**src/rtl/clk_speed_pkg.sv**
```systemverilog
// constants for the double-speed clock control block
package clk_speed_pkg;
  // register offset: 0x8f is not a multiple of four, so it is an index
  localparam logic [7:0] CTRL_INDEX = 8'h8f;
  localparam logic [11:0] CTRL_ADDR = {2'h0, CTRL_INDEX, 2'h0};
  // field positions
  localparam int DOUBLE_BIT = 0;
  localparam int FIRST_TIMER_BIT = 1;
  localparam int SECOND_TIMER_BIT = 2;
  localparam int THIRD_TIMER_BIT = 3;
  localparam int SERIAL_BIT = 4;
  localparam int COUNTER_ARRAY_BIT = 5;
  localparam int WATCHDOG_BIT = 6;
  localparam int RESERVED_BIT = 7;
  localparam int NUM_PERIPH = 6;
  // reset value of all bits except the double-speed select
  localparam logic [7:0] CTRL_RESET = 8'h00;
  localparam logic [7:0] CTRL_WRITE_MASK = 8'h7f;
  // periods per machine cycle
  localparam logic [3:0] STD_PERIODS = 4'hc;
  localparam logic [3:0] FAST_PERIODS = 4'h6;
  // htrans encodings
  localparam logic [1:0] HTRANS_NONSEQ = 2'h2;
  localparam logic [1:0] HTRANS_SEQ = 2'h3;
endpackage

```
**src/rtl/osc_divider.sv**
```systemverilog
// divide-by-two oscillator stage with glitch-free bypass select
`timescale 1ns/1ps
module osc_divider (
  input wire logic hclk,
  input wire logic hresetn,
  input wire logic fast_req,
  output logic half_tick,
  output logic fast_active
);
  logic div_reg;
  logic div_next;
  logic fast_reg;
  logic fast_next;

  always_comb begin
    div_next = ~div_reg;
    fast_next = fast_reg;
    if (div_reg == 1'b0) begin
      fast_next = fast_req;
    end
  end

  always_ff @(posedge hclk or negedge hresetn) begin
    if (!hresetn) begin
      div_reg <= 1'b0;
      fast_reg <= 1'b0;
    end else begin
      div_reg <= div_next;
      fast_reg <= fast_next;
    end
  end

  assign half_tick = fast_reg | div_reg;
  assign fast_active = fast_reg;
endmodule

```
**src/rtl/cycle_counter.sv**
```systemverilog
// machine cycle phase counter: 12 or 6 periods per cycle
`timescale 1ns/1ps
module cycle_counter (
  input wire logic hclk,
  input wire logic hresetn,
  input wire logic fast,
  output logic cycle_end
);
  logic [3:0] cnt_reg;
  logic [3:0] cnt_next;
  logic [3:0] limit;

  assign limit = fast ? clk_speed_pkg::FAST_PERIODS
                      : clk_speed_pkg::STD_PERIODS;

  always_comb begin
    if (cnt_reg >= limit - 4'h1) begin
      cnt_next = 4'h0;
    end else begin
      cnt_next = cnt_reg + 4'h1;
    end
  end

  always_ff @(posedge hclk or negedge hresetn) begin
    if (!hresetn) begin
      cnt_reg <= 4'h0;
    end else begin
      cnt_reg <= cnt_next;
    end
  end

  assign cycle_end = (cnt_reg >= limit - 4'h1);
endmodule

```
**src/rtl/clock_speed_ctrl.sv**
```systemverilog
// clock speed control register on AHB-Lite with machine cycle strobes
`timescale 1ns/1ps
module clock_speed_ctrl (
  input wire logic hclk,
  input wire logic hresetn,
  input wire logic hsel,
  input wire logic [31:0] haddr,
  input wire logic [1:0] htrans,
  input wire logic hwrite,
  input wire logic [2:0] hsize,
  input wire logic [31:0] hwdata,
  input wire logic hready,
  input wire logic hardware_config_double,
  output logic [31:0] hrdata,
  output logic hreadyout,
  output logic hresp,
  output logic core_tick,
  output logic core_cycle_end,
  output logic [5:0] periph_cycle_end,
  output logic [5:0] periph_fast
);
  logic [7:0] ctrl_reg;
  logic [7:0] ctrl_next;
  logic strap_done_reg;
  logic strap_done_next;
  logic wr_pend_reg;
  logic wr_pend_next;
  logic [31:0] hrdata_reg;
  logic [31:0] hrdata_next;
  logic core_tick_reg;
  logic core_cycle_reg;
  logic [5:0] pcyc_reg;
  logic [5:0] pcyc_next;
  logic [5:0] pfast_reg;
  logic [5:0] pfast_next;
  logic [5:0] pslow;
  logic [5:0] pfast_set;
  logic half_tick;
  logic fast_active;
  logic fast_end;
  logic slow_end;
  logic addr_hit;

  assign addr_hit = (haddr[11:0] == clk_speed_pkg::CTRL_ADDR);

  always_comb begin
    ctrl_next = ctrl_reg;
    strap_done_next = 1'b1;
    wr_pend_next = 1'b0;
    hrdata_next = hrdata_reg;
    if (!strap_done_reg) begin
      ctrl_next[clk_speed_pkg::DOUBLE_BIT] = hardware_config_double;
    end
    if (wr_pend_reg) begin
      ctrl_next = hwdata[7:0] & clk_speed_pkg::CTRL_WRITE_MASK;
    end
    if (hsel && hready && htrans[1]) begin
      wr_pend_next = hwrite && addr_hit;
      if (!hwrite) begin
        hrdata_next = addr_hit ? {24'h0, ctrl_reg} : 32'h0;
      end
    end
  end

  always_ff @(posedge hclk or negedge hresetn) begin
    if (!hresetn) begin
      ctrl_reg <= clk_speed_pkg::CTRL_RESET;
      strap_done_reg <= 1'b0;
      wr_pend_reg <= 1'b0;
      hrdata_reg <= 32'h0;
    end else begin
      ctrl_reg <= ctrl_next;
      strap_done_reg <= strap_done_next;
      wr_pend_reg <= wr_pend_next;
      hrdata_reg <= hrdata_next;
    end
  end

  assign hrdata = hrdata_reg;
  assign hreadyout = 1'b1;
  assign hresp = 1'b0;

  osc_divider u_div (
    .hclk(hclk),
    .hresetn(hresetn),
    .fast_req(ctrl_reg[clk_speed_pkg::DOUBLE_BIT]),
    .half_tick(half_tick),
    .fast_active(fast_active)
  );

  cycle_counter u_fast (
    .hclk(hclk),
    .hresetn(hresetn),
    .fast(1'b1),
    .cycle_end(fast_end)
  );

  cycle_counter u_slow (
    .hclk(hclk),
    .hresetn(hresetn),
    .fast(1'b0),
    .cycle_end(slow_end)
  );

  // peripheral select bits sit at ctrl bits 1..6
  genvar g;
  generate
    for (g = 0; g < clk_speed_pkg::NUM_PERIPH; g++) begin : g_periph
      // set gives 12, clear gives 6 only while double speed is active (12 otherwise)
      assign pslow[g] = ctrl_reg[g + 1];
      assign pfast_set[g] = fast_active & ~pslow[g];
    end
  endgenerate

  always_comb begin
    pfast_next = pfast_set;
    for (int i = 0; i < clk_speed_pkg::NUM_PERIPH; i++) begin
      pcyc_next[i] = pfast_set[i] ? fast_end : slow_end;
    end
  end

  always_ff @(posedge hclk or negedge hresetn) begin
    if (!hresetn) begin
      core_tick_reg <= 1'b0;
      core_cycle_reg <= 1'b0;
      pcyc_reg <= 6'h00;
      pfast_reg <= 6'h00;
    end else begin
      core_tick_reg <= half_tick;
      core_cycle_reg <= fast_active ? fast_end : slow_end;
      pcyc_reg <= pcyc_next;
      pfast_reg <= pfast_next;
    end
  end

  assign core_tick = core_tick_reg;
  assign core_cycle_end = core_cycle_reg;
  assign periph_cycle_end = pcyc_reg;
  assign periph_fast = pfast_reg;
endmodule

```
**config.mk**
```make
export PLATFORM = sky130hd
export DESIGN_NAME = clock_speed_ctrl
export DESIGN_NICKNAME = d
export VERILOG_FILES = /design/src/rtl/clk_speed_pkg.sv /design/src/rtl/osc_divider.sv /design/src/rtl/cycle_counter.sv /design/src/rtl/clock_speed_ctrl.sv
export SDC_FILE = /design/constraint.sdc
export NUM_CORES = 1
export LEC_CHECK = 0
export BUFFER_PORTS_ARGS = -buffer_cell sky130_fd_sc_hd__buf_2
export CELL_PAD_IN_SITES_DETAIL_PLACEMENT = 0
export CELL_PAD_IN_SITES_GLOBAL_PLACEMENT = 1
export CORE_ASPECT_RATIO = 1.5
export CORE_MARGIN = 5
export CORE_UTILIZATION = 30
export CTS_CLUSTER_SIZE = 24
export DETAILED_ROUTE_END_ITERATION = 8
export GPL_TIMING_DRIVEN = 0
export PLACE_DENSITY_LB_ADDON = 0.1
export SLEW_MARGIN = 20
export SYNTH_ARGS = -nofsm -noshare
export SYNTH_HDL_FRONTEND = slang
export SYNTH_HIERARCHICAL = 1
export SYNTH_SLANG_ARGS = --single-unit
```
**constraint.sdc**
```tcl
create_clock -name hclk -period 1.65 [get_ports hclk]
set_input_delay 0.495 -clock hclk [delete_from_list [all_inputs] [get_ports hclk]]
set_output_delay 0.495 -clock hclk [all_outputs]
set_load 0.01 [all_outputs]
```
; Word-level counts from Yosys, hierarchy flattened
; Index checks and enable logic that the tools add are counted.
[totals]
wordCells = 51
output_inout_bits = 48
register_bits = 65
input_bits = 75
[classes]
bitwise_logic = 15
eq_ne = 2
mux = 13
n_addsub = 2
order_cmp = 2
n_reduce_logical = 4
[ops]
columns = operator, n
row1 = equality test 12 x 10 -> 1 bit (second input constant), 1
row2 = 2-to-1 mux 1 bit, 10
row3 = adder 4 x 1 -> 4 bit (second input constant), 2
row4 = 2-to-1 mux 4 bit, 2
row5 = inverter 1 bit, 8
row6 = 2-to-1 mux 7 bit, 1
row7 = AND 1 bit, 6
row8 = greater-or-equal comparator 4 x 3 -> 1 bit (second input constant), 1
row9 = greater-or-equal comparator 4 bit (second input constant), 1
row10 = logical AND 1 bit, 3
row11 = != test 2 x 1 -> 1 bit (second input constant), 1
row12 = AND reduction 2 bit, 1
row13 = bitwise OR 1 bit, 1

; Longest topological paths before layout
[logic_depth]
depth_word = 3
mapped_depth = 5
depth_no_buf = 5

; Cells and area by module
; The synthesis kept the hierarchy.
[by_module_without_submodules]
columns = mod, cells_each, area_each_um2, seq_area_each_um2, instances
row1 = clock_speed_ctrl, 112, 1363.8, 750.7, 1
row2 = cycle_counter, 21, 221.5, 100.1, 2
row3 = osc_divider, 5, 75.1, 50.0, 1

; Worst setup path before layout
; Ideal clock, no wire load.
[synth_timing]
path_kind = flip-flop to flip-flop
startpoint = register u_slow.cnt_reg[3]
endpoint = register core_cycle_reg, in the netlist core_cycle_end
setup_time_ns = 0.125
setup_slack_ns = 0.320
period_less_slack_ns = 1.330
required_ns = 1.525
path_stages_with_launch = 5
path_buffers = 0
arrival_time_ns = 1.206
cell_sequence = dfrtp_1 -> ha_1 -> a21oi_1 -> o21ai_2 -> mux2_2
[synth_between]
elab_chain_cells = 2
[synth_lines]
columns = item, line_no
row1 = "start, declared", cycle_counter.sv:9  ; logic [3:0] cnt_reg;
row2 = "start signal, assigned", cycle_counter.sv:28  ; cnt_reg <= cnt_next;
row3 = greater-or-equal comparator 4 bit, cycle_counter.sv:32  ; assign cycle_end = (cnt_reg >= limit - 4'h1);
row4 = via slow_end, clock_speed_ctrl.sv:41  ; logic slow_end;
row5 = 2-to-1 mux 1 bit, clock_speed_ctrl.sv:130  ; core_cycle_reg <= fast_active ? fast_end : slow_end;
row6 = "end signal, assigned", clock_speed_ctrl.sv:130
row7 = "end, declared", clock_speed_ctrl.sv:31  ; logic core_cycle_reg;
; The timed path passes the listed nets, and every way through them passes these cells.
; A chain may end at the register's enable or synchronous reset.

; Final worst setup path
[layout_timing]
startpoint = register u_slow.cnt_reg[2]
endpoint = register pcyc_reg[0], in the netlist periph_cycle_end[0]
[layout_between]
elab_chain_cells = 2
[layout_lines]
columns = item, line_no
row1 = greater-or-equal comparator 4 bit, cycle_counter.sv:32
row2 = via slow_end, clock_speed_ctrl.sv:41
row3 = 2-to-1 mux 1 bit, clock_speed_ctrl.sv:118  ; pcyc_next[i] = pfast_set[i] ? fast_end : slow_end;
row4 = via pcyc_next[0], clock_speed_ctrl.sv:33  ; logic [5:0] pcyc_next;
row5 = "end signal, assigned", clock_speed_ctrl.sv:131  ; pcyc_reg <= pcyc_next;
row6 = "end, declared", clock_speed_ctrl.sv:32  ; logic [5:0] pcyc_reg;
; The timed path passes the listed nets, and every way through them passes these cells.

==> out/metrics.csv <==
metric,value,unit
rrSetupSlack,150,ps
vias,1248,
layout.area.seq,1001,sq um
cp.arrival,1720,ps
die_w,74.67,microns
yosys.area.top_type_share,0.5319,
post-cts-setup-buffers,0,
fillerInstances,633,
start_util,0.3069,
synth-simple-area-share,0.1330,
finalMaxSlewViolations,0,
area_delta_synth_final,27.66,%
worstPathCellList,ha_1 > nand2_1 > o21ai_2 > mux2_2,
grt_usage,0.09736,
swShare,0.3171,
grt_pass1_wl,6030,microns
grt_max_degree,41,
comb_power_share,0.302,
fin_nets,327,
yosysTopAreaCell,dfrtp_1,
hpwl,2850,microns
diodes,0,
startpoint_type,register,
final_cells,318,
power_frac_seq,0.475,
dp_cells,311,
ant_nets,0,
die_h,107,microns
power.internal,1.837,mW
fin_skew,4.119,ps
slew-limit-headroom,0.4177,
core,6131,sq um
synth_top_flop_cell,dfrtp_1,
clk_root_buffer_cell,clkbuf_8,
postCtsResizedCells,0,
cts_sinks,40,
netlist_area,1882,sq um
end_kind,register,
grt_pass1_vias,1289,
critPathMaxFanout,11,
num_io_pins,123,
status,completed,
antenna_found_initial,0,
power_density,1120,nW/um^2
drive_above_1_share,0.4221,
crit_type,reg2reg,
fin_crit,1502,ps
r2r_start,u_slow/cnt_reg[2],
die_area,7989,sq um
drt-initial-drc-count,58,
r2r-end,periph_cycle_end[0],
port_buffers,46,
gr-total-overflow,0,
dr.pass1.iters,4,
routed_wl,3604,microns
synth_cell_types,27,
slowest_delay,430,ps
grt_setup_unrepaired,no,
row_count,35,
muxShareOfSynthArea,0.09109,
cp_num_buf_inv,0,
synth.area.top_cells,"dfrtp_1 53%, buf_4 11%, mux2_2 7.8%",
syn_avg_cell_area,11.84,sq um
cts_hold_buf,0,
drcViolationCount,0,
yosysSeqAreaShare,0.5319,
reg2regPathDepth,4,
leakage,1.305,nW
setup_viol,0,
syn_inst,159,
numCtsBuffers,5,
async_flop_share,1.000,
tightest_slew,873.4,ps
clockPowerShare,0.223,
synth_edf_count,0,
yosys.area_share.xor_xnor,0.01862,
wl_per_cell,11.33,microns
h-tree-depth,2,
insertion_delay,280,ps
path_delay_family,compound AO/OA/AOI/OAI gates,
multiInputGateArea,769.5,sq um
period_share,0.9101,
peakVddDrop,0.3126,mV
p_sw,0.8530,mW
crit_required,1870,ps
cap_violations,0,
tritoncts,done,
hp-class,in2async,
synth_top_family_by_area,simple AND/OR/NAND/NOR gates,
synth_most_common_cell,dfrtp_1,
critical_path.slowest_cell,o21ai_2,
synth_common_cells,"40 x dfrtp_1, 27 x buf_4, 17 x nand2_1",
fmax,666.0,MHz
finalSetupTns,0,ps
clockBufferDepth,2,
hold_viol_final,0,
via_per_inst,3.925,
gp_congestion,0.6841,
synth_seq_cells,40,
yosys_warnings,6,
synth-adder-area-share,0.05319,
clk_pin_slew_worst_paths,70,ps
synth_compound_area_frac,0.04521,
-- per-layer routing --
layer  track usage  wire, microns
met4       0.03053             53
met5             0              0
met3       0.04221            355
met1        0.1076           1326
met2        0.1648           1869
-- power by group through the flow --
stage	sequential (mW)	combinational (mW)	clock, mW
after detailed placement	1.30	0.826	0
after global placement	1.30	0.810	0
after CTS	1.28	0.827	0.631
after floorplan	1.32	0.548	0
final	1.28	0.813	0.599
after global routing	1.31	0.934	0.669
-- per-stage QoR --
step           hold slack (ps)  power [mW]    util  instance area [sq um]  setup WS [ps]
6_report                 325.2       2.690  0.3918                   2402          148.4
4_1_cts                  358.7       2.739  0.3918                   2402          130.6
3_5_place_dp             454.4       2.127  0.3792                   2325          144.3
3_3_place_gp             454.5       2.111  0.3792                   2325          150.8
2_1_floorplan            199.4       1.866       -                   2002          319.6
5_1_grt                  421.7       2.909  0.3918                   2402          85.47
-- worst max path at each step --
stage,from,endpoint,slack [ps],depth (start not counted)
global route,u_slow/cnt_reg[2],periph_cycle_end[0],90,4
floorplan,u_slow/cnt_reg[3],core_cycle_end,320,4
CTS,u_slow/cnt_reg[2],periph_cycle_end[5],130,4
detailed placement,u_slow/cnt_reg[2],periph_cycle_end[5],140,4
finish,u_slow/cnt_reg[2],periph_cycle_end[0],150,4
global placement,u_slow/cnt_reg[2],periph_cycle_end[3],150,4
-- area by class of cell --
type / instances / share of cell area
Sequential cell: 40 / 0.4167
Clock inverter: 1 / 0.002083
Clock buffer: 6 / 0.03021
Timing Repair Buffer: 46 / 0.09583
Tap cell: 74 / 0.03854
Multi-Input combinational cell: 117 / 0.3203
Buffer: 29 / 0.08854
Inverter: 5 / 0.007813
-- placed cells by master, fill, tap and decap left out, drive strengths merged, types with 2 or more instances in the layout --
cell type,instances
clkbuf,6
buf,75
dfrtp,40
and4bb,2
xnor2,2
o21ai,10
a21oi,4
mux2,14
nor2,9
conb,34
nand3,3
nand2,17
xor2,2
ha,8
and2b,6
inv,5
-- kinds of logic (layout without fill, tap and decap cells) --
group / count (synthesis) / count (layout)
other: 2 / 34
buffers and inverters: 34 / 87
muxes: 15 / 15
and+or+nand+nor: 42 / 42
AOI/OAI and AO/OA: 14 / 14
xor gates and xnor gates: 4 / 4
adders and majority gates: 8 / 8
DFF: 40 / 40
No activity file was read; power rests on OpenSTA's default activity.
